==> src/alert_unit_params.svh <==
// Register offsets, field positions and reset values of the limit status and alert unit
`ifndef ALERT_UNIT_PARAMS_SVH
`define ALERT_UNIT_PARAMS_SVH

// Register offsets on the management bus register port
`define STATUS_PRI_ADDR   8'h41
`define STATUS_SEC_ADDR   8'h42
`define MASK_PRI_ADDR     8'h74
`define MASK_SEC_ADDR     8'h75
`define CONFIG_THREE_ADDR 8'h78

// Field positions
`define PENDING_BIT       7
`define MASK_ENABLE_BIT   7
`define ALERT_SELECT_BIT  0
`define TEMP_R2_BIT       6
`define TEMP_LOCAL_BIT    5
`define TEMP_R1_BIT       4
`define VOLT_5V_BIT       3
`define VOLT_SUPPLY_BIT   2
`define VOLT_CORE_BIT     1
`define VOLT_2V5_BIT      0
`define DIODE_TWO_BIT     7
`define DIODE_ONE_BIT     6
`define FAN_FIRST_BIT     2
`define OVERTEMP_BIT      1
`define VOLT_12V_BIT      0

// Channel index of the 12 V reading within the eight window channels
`define CHAN_12V          7

// Reset value and the value read at unmapped offsets
`define REG_RESET         8'h00
`define READ_UNMAPPED     8'h00

`endif

==> src/alert_unit_pkg.sv <==
// Types shared by the limit status and alert unit
package alert_unit_pkg;
    typedef logic [7:0] reg_byte_t;              // One register
    typedef logic [7:0][7:0] window_bus_t;       // Eight 8-bit channels
    typedef logic [3:0][15:0] tach_bus_t;        // Four 16-bit fan values

    // One-hot register select
    typedef enum logic [5:0] {
        SEL_NONE   = 6'h01,
        SEL_STAT1  = 6'h02,
        SEL_STAT2  = 6'h04,
        SEL_MASK1  = 6'h08,
        SEL_MASK2  = 6'h10,
        SEL_CFG3   = 6'h20
    } reg_sel_t;
endpackage : alert_unit_pkg

==> src/limit_check_if.sv <==
// Carrier between the unit and one limit comparator
`timescale 1ns/1ns
`default_nettype none
interface limit_check_if #(parameter int WIDTH = 8);
    logic [WIDTH-1:0] reading;       // Latest measured value
    logic [WIDTH-1:0] high_limit;    // Upper limit
    logic [WIDTH-1:0] low_limit;     // Lower limit
    logic             low_used;      // Channel has a low limit
    logic             out_of_limit;  // Comparison result

    modport cmp  (input reading, high_limit, low_limit, low_used, output out_of_limit);
    modport user (output reading, high_limit, low_limit, low_used, input out_of_limit);
endinterface : limit_check_if
`default_nettype wire

==> src/limit_check.sv <==
// One high/low limit comparator
`timescale 1ns/1ns
`default_nettype none
module limit_check (
    limit_check_if.cmp lc
);
    // High is strictly above, low includes equality
    always_comb begin
        lc.out_of_limit = (lc.reading > lc.high_limit) ||
                          (lc.low_used && (lc.reading <= lc.low_limit));
    end
endmodule : limit_check
`default_nettype wire

==> src/limit_status_alert_unit.sv <==
// Sticky limit status registers, alert masks and alert pin select
`timescale 1ns/1ns
`default_nettype none
`include "alert_unit_params.svh"
module limit_status_alert_unit (
    input  wire logic                       mclk,
    input  wire logic                       rst,
    // Register port from the two-wire bus engine
    input  wire logic [7:0]                 reg_addr,
    input  wire logic                       reg_wr,
    input  wire logic                       reg_rd,
    input  wire logic [7:0]                 reg_wdata,
    output logic [7:0]                      reg_rdata,
    // Readings and limits of the eight window channels
    input  wire alert_unit_pkg::window_bus_t window_reading,
    input  wire alert_unit_pkg::window_bus_t window_high,
    input  wire alert_unit_pkg::window_bus_t window_low,
    // Fan tach periods and their limits
    input  wire alert_unit_pkg::tach_bus_t  tach_period,
    input  wire alert_unit_pkg::tach_bus_t  tach_limit,
    // Fault flags from the measurement engine
    input  wire logic                       diode_one_fault,
    input  wire logic                       diode_two_fault,
    input  wire logic                       overtemp_flag,
    // Pulse generator output sharing the pin
    input  wire logic                       pwm_in,
    output logic                            alert_n,
    output logic                            second_pulse_output
);
    import alert_unit_pkg::*;

    logic [7:0]  window_oor;     // Window channels out of limit
    logic [3:0]  fan_oor;        // Fans below minimum speed
    reg_byte_t   cond_pri;       // Live primary sources
    reg_byte_t   cond_sec;       // Live secondary sources
    reg_byte_t   stat1_q, stat1_d;
    reg_byte_t   stat2_q, stat2_d;
    reg_byte_t   mask1_q, mask1_d;
    reg_byte_t   mask2_q, mask2_d;
    reg_byte_t   cfg3_q,  cfg3_d;
    reg_byte_t   rdata_q, rdata_d;
    logic        alert_n_q, alert_n_d;
    logic        pin_q, pin_d;
    reg_sel_t    sel;            // Decoded register
    reg_byte_t   stat1_view;     // Primary status as read

    // Register address decode
    function automatic reg_sel_t decode(input logic [7:0] addr);
        case (addr)
            `STATUS_PRI_ADDR:   decode = SEL_STAT1;
            `STATUS_SEC_ADDR:   decode = SEL_STAT2;
            `MASK_PRI_ADDR:     decode = SEL_MASK1;
            `MASK_SEC_ADDR:     decode = SEL_MASK2;
            `CONFIG_THREE_ADDR: decode = SEL_CFG3;
            default:            decode = SEL_NONE;
        endcase
    endfunction : decode

    // Sticky update: set wins, read clears only ended conditions
    function automatic reg_byte_t sticky(input reg_byte_t cur, input reg_byte_t cond, input logic rd);
        sticky = cond | (rd ? 8'h00 : cur);
    endfunction : sticky

    // Window channel comparators
    for (genvar i = 0; i < 8; i++) begin : g_window
        limit_check_if #(.WIDTH(8)) wl ();
        assign wl.reading    = window_reading[i];
        assign wl.high_limit = window_high[i];
        assign wl.low_limit  = window_low[i];
        assign wl.low_used   = 1'b1;
        assign window_oor[i] = wl.out_of_limit;
        limit_check u_cmp (.lc(wl.cmp));
    end

    // Fan comparators; a longer period means a slower fan, high limit only
    for (genvar f = 0; f < 4; f++) begin : g_fan
        limit_check_if #(.WIDTH(16)) fl ();
        assign fl.reading    = tach_period[f];
        assign fl.high_limit = tach_limit[f];
        assign fl.low_limit  = 16'h0000;
        assign fl.low_used   = 1'b0;
        assign fan_oor[f]    = fl.out_of_limit;
        limit_check u_cmp (.lc(fl.cmp));
    end

    // Map live conditions onto status bit positions
    always_comb begin
        cond_pri = window_oor[6:0] & 8'h7f;
        cond_pri[`PENDING_BIT] = 1'b0;                                // Summary bit, not a source
        cond_sec = 8'h00;
        cond_sec[`DIODE_TWO_BIT] = diode_two_fault;
        cond_sec[`DIODE_ONE_BIT] = diode_one_fault;
        cond_sec[`FAN_FIRST_BIT +: 4] = fan_oor;
        cond_sec[`OVERTEMP_BIT] = overtemp_flag;
        cond_sec[`VOLT_12V_BIT] = window_oor[`CHAN_12V];
    end

    // One decode shared by reads and writes, so both see the same map
    assign sel = decode(reg_addr);

    // Primary read view; top bit summarises the secondary register
    always_comb begin
        stat1_view = stat1_q;
        stat1_view[`PENDING_BIT] = |stat2_q;
    end

    // Status and configuration next values
    always_comb begin
        // Status always tracks its sources, mask gating does not apply here
        stat1_d = sticky(stat1_q, cond_pri, reg_rd && (sel == SEL_STAT1));
        stat2_d = sticky(stat2_q, cond_sec, reg_rd && (sel == SEL_STAT2));
        mask1_d = mask1_q;
        mask2_d = mask2_q;
        cfg3_d  = cfg3_q;
        if (reg_wr) begin
            case (sel)
                SEL_MASK1: mask1_d = reg_wdata;
                SEL_MASK2: mask2_d = reg_wdata;
                SEL_CFG3:  cfg3_d  = reg_wdata;
                default:   ;                                          // Status is read only
            endcase
        end
    end

    // Read data, alert and pin next values
    always_comb begin
        case (sel)
            SEL_STAT1: rdata_d = stat1_view;
            SEL_STAT2: rdata_d = stat2_q;
            SEL_MASK1: rdata_d = mask1_q;
            SEL_MASK2: rdata_d = mask2_q;
            SEL_CFG3:  rdata_d = cfg3_q;
            default:   rdata_d = `READ_UNMAPPED;
        endcase
        if (!reg_rd) begin
            rdata_d = rdata_q;                                        // Hold last answer
        end
        // Alert follows sticky status, so it stays low until the read
        alert_n_d = !((|(stat1_q[6:0] & ~mask1_q[6:0])) ||
                      (|(stat2_q & ~(mask1_q[`MASK_ENABLE_BIT] ? mask2_q : 8'h00))));
        // Pin defaults to the pulse output
        pin_d = cfg3_q[`ALERT_SELECT_BIT] ? alert_n_d : pwm_in;
    end

    // Register all state
    always_ff @(posedge mclk) begin
        if (rst) begin
            stat1_q   <= `REG_RESET;
            stat2_q   <= `REG_RESET;
            mask1_q   <= `REG_RESET;
            mask2_q   <= `REG_RESET;
            cfg3_q    <= `REG_RESET;
            rdata_q   <= `REG_RESET;
            alert_n_q <= 1'b1;
            pin_q     <= 1'b0;
        end else begin
            stat1_q   <= stat1_d;
            stat2_q   <= stat2_d;
            mask1_q   <= mask1_d;
            mask2_q   <= mask2_d;
            cfg3_q    <= cfg3_d;
            rdata_q   <= rdata_d;
            alert_n_q <= alert_n_d;
            pin_q     <= pin_d;
        end
    end

    // Outputs come straight from flip-flops, no glitches on the pin
    assign reg_rdata           = rdata_q;
    assign alert_n             = alert_n_q;
    assign second_pulse_output = pin_q;
endmodule : limit_status_alert_unit
`default_nettype wire

==> config.mk <==
export PLATFORM = sky130hd
export DESIGN_NAME = limit_status_alert_unit
export DESIGN_NICKNAME = d
export VERILOG_FILES = /design/src/alert_unit_pkg.sv /design/src/limit_check_if.sv /design/src/limit_check.sv /design/src/limit_status_alert_unit.sv
export VERILOG_INCLUDE_DIRS = /design/src /design/src/src
export SDC_FILE = /design/constraint.sdc
export NUM_CORES = 1
export LEC_CHECK = 0
export ABC_AREA = 0
export BUFFER_PORTS_ARGS = -buffer_cell sky130_fd_sc_hd__buf_2
export CAP_MARGIN = 10
export CELL_PAD_IN_SITES_DETAIL_PLACEMENT = 1
export CELL_PAD_IN_SITES_GLOBAL_PLACEMENT = 2
export CORE_UTILIZATION = 27
export DETAILED_ROUTE_END_ITERATION = 6
export PLACE_DENSITY = 0.86
export SLEW_MARGIN = 10
export SYNTH_ARGS = -nofsm -noshare
export SYNTH_HDL_FRONTEND = slang
export SYNTH_HIERARCHICAL = 1
export SYNTH_SLANG_ARGS = --single-unit
export TNS_END_PERCENT = 20
==> constraint.sdc <==
create_clock -name mclk -period 2.47 [get_ports mclk]
set_input_delay 0.247 -clock mclk [delete_from_list [all_inputs] [get_ports mclk]]
set_output_delay 0.247 -clock mclk [all_outputs]
set_load 0.05 [all_outputs]
==> results.txt, run 1 <==
Run status -> completed
Wirelength per Cell -> 14.1 um
Number of levels in the clock H-tree -> 2
Path category of the worst min-delay check -> input port to register
Slew @ Worst Pin -> 0.875 ns
Total met3 wirelength after detailed routing -> 1140 um
Layout Area Growth over Synthesis -> 31.7%
Leading cell types by total area after synthesis -> sky130_fd_sc_hd__ha_1 37%, sky130_fd_sc_hd__inv_1 12%, sky130_fd_sc_hd__dfxtp_1 11%
Post-layout nets -> 2185
Worst Setup Start Kind -> register
Final design utilization -> 36.3%
Metal1 wirelength -> 12100 um
Count of hold buffers inserted by post-cts repair -> 0
Final period util -> 77.1%
Worst-Skew Late Latency -> 0.29 ns
Post-route cell area -> 0.0115 mm2
Peak supply drop -> 0.205 mV
Tightest slew margin relative to the limit -> 41.5%
Post-Syn Area -> 0.00874 mm2
Largest net degree at the start of global routing -> 28
Max Root-Sink Buffers -> 2
Library cells used by synthesis -> 52
Total iterations of the first detailed-routing run -> 4
Final-report max-slew violation count -> 0
Post-synth top area cell -> sky130_fd_sc_hd__ha_1
Total Routed Length -> 28000 um
# Max-Cap Violations -> 0
Count of antenna-violating nets left after detailed routing -> 0
Endpoint arrival time on the critical path -> 2.13 ns
Synth Flop Type -> sky130_fd_sc_hd__dfxtp_1
Shortest period the worst path allows -> 1.90 ns
Count of routing violations after the opening detailed-route iteration -> 154
Pwr dens -> 264 mW/mm2
Largest fanout on the critical path -> 4
Horiz. Die Dim -> 182 um
Final Instance Count excl. Fillers -> 1991
Total of warnings raised by yosys -> 6
Sum of overflow across all layers after global routing -> 0
Crit path required time -> 2.69 ns
Area fraction of the dominant cell type after synthesis -> 36.7%
Drc violations -> 0
Number of placed instances with taps included -> 1980
Number of sinks handled by clock tree synthesis -> 49
Kind of end point of the critical path -> register
Fin worst setup slack -> 0.566 ns
Uppermost signal routing layer after detailed routing -> met5
Global-route wire length before repair -> 45700 um
Number of antenna violations at the first check in global routing -> 6
Gate Count Post-Synth -> 1143
CTS tree -> done
Commonest cells after routing, fill and taps aside -> 353 x sky130_fd_sc_hd__buf_2, 268 x sky130_fd_sc_hd__inv_1, 256 x sky130_fd_sc_hd__ha_1, 113 x sky130_fd_sc_hd__a21oi_1, 88 x sky130_fd_sc_hd__conb_1
Total power draw -> 3.04 mW
Reg clk slew, reported paths -> 0.07 ns
Commonest non-fill, non-tap cell in the layout -> sky130_fd_sc_hd__buf_2
Vertical die dimension -> 182 um
Met2 Routed Length -> 14200 um
Synthesized area per cell -> 7.64 um2
Post-cts gate resize count -> 0
Count of input and output buffers -> 353
Setup violators final -> 0
Synth Register Bits -> 49
Post-route clock skew -> 0.00565 ns
Core region area -> 0.0317 mm2
Hold WS -> 0.178 ns
Mean number of vias per cell -> 4.68
Total number of vias -> 9309
Share of synthesized area occupied by flip-flops and latches -> 11.2%
Fill cell instance count of the final layout -> 4072
Final GP Congestion -> 0.813
Number of global-route vias before repair -> 9752
Starting density of the core -> 27.5%
Row count -> 65
Category of the most critical setup path -> register to register
Number of enable flip-flop cells after synthesis -> 0
Setup TNS -> 0 ns
# IOs -> 354
Buffer cell driving the clock tree root -> sky130_fd_sc_hd__clkbuf_16
Fraction of layout instances using a drive strength above 1 -> 26.5%
Total routing resource utilization after global routing -> 16.8%
DP Wirelength -> 26100 um
Die ar. -> 0.0331 mm2
Placed standard-cell area -> 0.0114 mm2
RSZ-0062 raised after global routing -> false
TritonCTS Buffers -> 5
Worst slack, placed -> 0.522 ns
Buffers inserted by post-CTS timing repair -> 0
Fmax -> 0.525 GHz
Final Hold Vio Count -> 0
P_leak -> 6.46 nW
Post-synthesis async set-or-reset flop share -> 0%
synth_stat cells (5+ instances only):
cell                       count
sky130_fd_sc_hd__a22o_1        7
sky130_fd_sc_hd__ha_1        256
sky130_fd_sc_hd__nor2b_2       7
sky130_fd_sc_hd__nor2b_1      21
sky130_fd_sc_hd__a21oi_1     113
sky130_fd_sc_hd__nor4bb_1      7
sky130_fd_sc_hd__o21ai_1      15
sky130_fd_sc_hd__a21o_1        5
sky130_fd_sc_hd__or3_1        13
sky130_fd_sc_hd__a221oi_1      7
sky130_fd_sc_hd__and3b_1       7
sky130_fd_sc_hd__clkbuf_1     13
sky130_fd_sc_hd__a22oi_1       8
sky130_fd_sc_hd__o211ai_1     10
sky130_fd_sc_hd__nand2_1      43
sky130_fd_sc_hd__dfxtp_1      49
sky130_fd_sc_hd__inv_1       268
sky130_fd_sc_hd__nor2_1       52
sky130_fd_sc_hd__nand3_1      29
sky130_fd_sc_hd__o21ai_0      34
sky130_fd_sc_hd__and3_2        7
sky130_fd_sc_hd__a21oi_2       9
sky130_fd_sc_hd__a211oi_1      9
sky130_fd_sc_hd__o211ai_2      8
sky130_fd_sc_hd__nand4_1      47
sky130_fd_sc_hd__nor4_1        5
sky130_fd_sc_hd__nor3_1        9
sky130_fd_sc_hd__a211o_1       5
sky130_fd_sc_hd__mux2i_1      24
kinds of logic (layout without fill, tap and decap cells):
group,after synthesis,count (layout),synth area share [%]
AND/OR/NAND/NOR,273,273,18.1
buffers and inverters,281,638,12.1
AO/OA/AOI/OAI,258,258,19.1
multiplexers,24,24,2.75
other,2,91,0.0860
adder cells (fa/ha/maj),256,256,36.7
flip-flops,49,49,11.2
report_power, final:
group | internal (mW) | leakage [nW] | switching (mW) | total [mW]
Clock | 0.377 | 0.0702 | 0.304 | 0.681
Sequential | 0.824 | 0.402 | 0.0408 | 0.865
Combinational | 0.701 | 5.98 | 0.790 | 1.49
Total | 1.90 | 6.46 | 1.13 | 3.04
path summary, 6_finish.rpt:
kind,startpoint,slack (ns),depth (start not counted),to
max reg2reg,stat2_q[7]$_SDFF_PP0_,0.57,5,second_pulse_output$_SDFF_PP0_
min,diode_one_fault,0.18,3,stat2_q[6]$_SDFF_PP0_
max,stat2_q[7]$_SDFF_PP0_,0.57,5,second_pulse_output$_SDFF_PP0_
min reg2reg,reg_rdata[1]$_SDFFE_PP0P_,0.48,2,reg_rdata[1]$_SDFFE_PP0P_
per-layer routing:
metal | global-route usage [%] | vias to the layer above
li1 | - | 4811
met1 | 19.7 | 4240
met2 | 32.2 | 222
met3 | 2.05 | 32
met4 | 3.53 | 4
met5 | 0 | -
layout make-up:
type	instances	area [um2]	share of cell area [%]
Multi-Input combinational cell	899	7030	61.1
Timing Repair Buffer	362	1830	15.9
Inverter	268	1010	8.74
Sequential cell	49	981	8.52
Tap cell	402	503	4.37
Clock buffer	5	125	1.09
Clock inverter	3	21.3	0.185
Antenna cell	3	7.51	0.0652
worst max-delay path, cell delays in order, from the launching register on:
cell                      delay, ns
sky130_fd_sc_hd__dfxtp_1       0.38
sky130_fd_sc_hd__nor4_4        0.32
sky130_fd_sc_hd__a21oi_1       0.11
sky130_fd_sc_hd__or4_1         0.57
sky130_fd_sc_hd__or3_1         0.34
sky130_fd_sc_hd__a21oi_2       0.11
registers in the layout (all words and copies together) (netlist names):
name / cells
cfg3_q: 8
second_pulse_output: 1
mask2_q: 8
reg_rdata: 8
stat1_q: 7
alert_n: 1
mask1_q: 8
stat2_q: 8
Note: power is estimated with default switching activity, not from simulation.
==> inputs of run 2 (changes only) <==
--- a/config.mk
+++ b/config.mk
@@ -11,9 +11,9 @@
 export CAP_MARGIN = 10
 export CELL_PAD_IN_SITES_DETAIL_PLACEMENT = 1
 export CELL_PAD_IN_SITES_GLOBAL_PLACEMENT = 2
-export CORE_UTILIZATION = 27
+export CORE_UTILIZATION = 24
 export DETAILED_ROUTE_END_ITERATION = 6
-export PLACE_DENSITY = 0.86
+export PLACE_DENSITY = 0.81
 export SLEW_MARGIN = 10
 export SYNTH_ARGS = -nofsm -noshare
 export SYNTH_HDL_FRONTEND = slang
==> constraint.sdc (replaced) <==
create_clock -name mclk -period 1.53 [get_ports mclk]
set_input_delay 0.153 -clock mclk [delete_from_list [all_inputs] [get_ports mclk]]
set_output_delay 0.153 -clock mclk [all_outputs]
set_load 0.05 [all_outputs]
==> run 2 against run 1 <==
  * The flow now finishes with violations (design-rule violations, negative setup slack)
  * Wire length up 7.7%
  * Fmax rose by 4.6%
  * Sequential power up 60%
  * Critical path depth unchanged
  * Register-to-register slack got worse by 0.86 ns
  * Clock power up 59%
  * Sequential cell count unchanged
==> results.txt, run 2 (same netlist as run 1, synthesis figures left out) <==
Violated checks -> design-rule violations, negative setup slack
Core region area -> 0.0357 mm2
Count of antenna-violating nets left after detailed routing -> 0
Max Root-Sink Buffers -> 2
Worst Setup Start Kind -> register
Tightest slew margin relative to the limit -> 46.2%
Sequential fraction of design power -> 26.5%
DP Wirelength -> 28100 um
Vertical die dimension -> 193 um
Reg clk slew, reported paths -> 0.06 ns
Number of antenna violations at the first check in global routing -> 3
Drc violations -> 34
Final design utilization -> 35.0%
Layout Area Growth over Synthesis -> 42.8%
Post-route clock skew -> 0.00521 ns
Run status -> finished, violations left
# Max-Cap Violations -> 0
Crit path required time -> 1.75 ns
Internal power component -> 3.31 mW
Number of global-route vias before repair -> 10400
Pwr dens -> 416 mW/mm2
Fin worst setup slack -> -0.291 ns
Clk network pwr share -> 20.9%
Commonest non-fill, non-tap cell in the layout -> sky130_fd_sc_hd__buf_2
# IOs -> 354
Critical path, cell by cell -> nor4_4, a21oi_2, or4_4, or3_4, a21oi_2
Count of input and output buffers -> 353
Fraction of layout instances using a drive strength above 1 -> 32.2%
Peak supply drop -> 0.376 mV
TritonCTS Buffers -> 5
RSZ-0062 raised after global routing -> true
Number of placed instances with taps included -> 2144
Final-report max-slew violation count -> 0
R2R Path Start -> stat2_q[3]$_SDFF_PP0_
Starting density of the core -> 24.5%
Commonest cells after routing, fill and taps aside -> 353 x sky130_fd_sc_hd__buf_2, 268 x sky130_fd_sc_hd__inv_1, 256 x sky130_fd_sc_hd__ha_1, 116 x sky130_fd_sc_hd__buf_4, 109 x sky130_fd_sc_hd__a21oi_1
CTS tree -> done
Count of routing violations after the opening detailed-route iteration -> 235
Largest net degree at the start of global routing -> 31
Setup violators final -> 1
P_leak -> 7.00 nW
Global-route wire length before repair -> 48500 um
Total iterations of the first detailed-routing run -> 7
Total number of vias -> 9666
Post-layout nets -> 2293
Kind of end point of the critical path -> register
Buffer cell driving the clock tree root -> sky130_fd_sc_hd__clkbuf_16
Reg2reg setup slack -> -0.29 ns
Number of cells on the worst hold path -> 3
Switching power share of the total -> 36.1%
Mean number of vias per cell -> 4.49
Area of the multi-input gates -> 0.00711 mm2
Worst-path cell with the longest stage delay -> sky130_fd_sc_hd__or4_4
Final period util -> 119%
Shortest period the worst path allows -> 1.82 ns
Hold path start -> overtemp_flag
Capturing point of the worst reg2reg path -> second_pulse_output$_SDFF_PP0_
Wirelength per Cell -> 14.0 um
Largest fanout on the critical path -> 2
Sum of overflow across all layers after global routing -> 0
Horiz. Die Dim -> 193 um
Total power draw -> 5.19 mW
Category of the most critical setup path -> register to register
Fill cell instance count of the final layout -> 4527
Final Instance Count excl. Fillers -> 2155
Delay contributed by the slowest stage of the critical path -> 0.53 ns
Fmax -> 0.549 GHz
Number of sinks handled by clock tree synthesis -> 49
Total Routed Length -> 30100 um
Row count -> 69
Worst-Skew Late Latency -> 0.28 ns
Endpoint arrival time on the critical path -> 2.04 ns
Endpoint with the worst hold slack -> stat2_q[1]$_SDFF_PP0_
Final Hold Vio Count -> 0
Slew @ Worst Pin -> 0.805 ns
Total routing resource utilization after global routing -> 16.1%
Combinational cell fraction of total power -> 52.6%
Die ar. -> 0.0372 mm2
Number of levels in the clock H-tree -> 2
Path category of the worst min-delay check -> input port to register
Crit path top cell by count -> sky130_fd_sc_hd__a21oi_2
Area of all sequential standard cells -> 985 um2
R2r worst-path depth -> 5
Total net switching power -> 1.87 mW
Final GP Congestion -> 0.814
## run 2: cell types whose count changed in the layout (fill, tap and decap cells not counted), sizes merged
| cell | delta |
|---|---|
| diode | -2 |
| clkinvlp | -1 |
| clkbuf | +2 |
| buf | +108 |
| clkinv | -1 |
| inv | -1 |
## run 2: metal layers
metal / GRT usage [%] / part of all wire [%] / wire length, um / vias to the layer above
met5: 0 / 0.11 / 32 / -
met4: 2.73 / 0.97 / 293 / 4
met3: 1.73 / 4.6 / 1370 / 26
met2: 31.1 / 51 / 15500 / 208
met1: 19.0 / 43 / 12900 / 4406
li1: - / - / - / 5022
## run 2: what timing repair did
item | in CTS | in global routing
pin swaps | 4 | 4
hold buffers | 0 | 0
endpoints found under the setup margin | 3 | 11
setup buffers | 2 | 1
gates resized for setup | 6 | 13
## run 2: power by group through the flow
stage	registers (mW)	logic, mW	clock network [mW]
2_1_floorplan	1.45	1.41	0
3_3_place_gp	1.40	2.60	0
3_5_place_dp	1.40	2.71	0
4_1_cts	1.38	2.73	1.11
5_1_grt	1.38	3.14	1.17
6_report	1.38	2.73	1.08
## run 2: area by class of cell
| type | instances | share of cell area, % |
|---|---|---|
| multi-input combinational | 899 | 57.0 |
| timing repair buffer | 470 | 21.3 |
| inverter | 268 | 8.06 |
| sequential | 49 | 7.89 |
| tap | 461 | 4.62 |
| clock buffer | 7 | 1.14 |
| antenna | 1 | 0.0201 |
## run 2: how the worst max path moves through the flow
stage                                      from                              to  slack (ns)
after CTS                 stat2_q[2]$_SDFF_PP0_  second_pulse_output$_SDFF_PP0_       -0.29
after global placement          tach_period[17]           stat2_q[3]$_SDFF_PP0_       -0.30
after floorplan           stat2_q[7]$_SDFF_PP0_  second_pulse_output$_SDFF_PP0_       -0.17
after global routing      stat2_q[7]$_SDFF_PP0_  second_pulse_output$_SDFF_PP0_       -0.35
after detailed placement  stat2_q[7]$_SDFF_PP0_  second_pulse_output$_SDFF_PP0_       -0.35
final                     stat2_q[3]$_SDFF_PP0_  second_pulse_output$_SDFF_PP0_       -0.29
## run 2: worst max-delay path, delay by kind of cell, from the launching register on
family	cells	cell delay [ns]
compound gates	2	0.21
flops	1	0.33
simple gates	3	1.21
## run 2: per-stage QoR
stage,hold slack (ns),instance area (um2),setup WS (ns),TNS (ns)
2_1_floorplan,0.270,9060,-0.175,-0.175
3_3_place_gp,0.367,12200,-0.295,-5.84
3_5_place_dp,0.376,12200,-0.350,-6.37
4_1_cts,0.0795,12400,-0.291,-0.303
5_1_grt,0.0873,12500,-0.354,-0.388
6_report,0.0816,12500,-0.291,-0.291
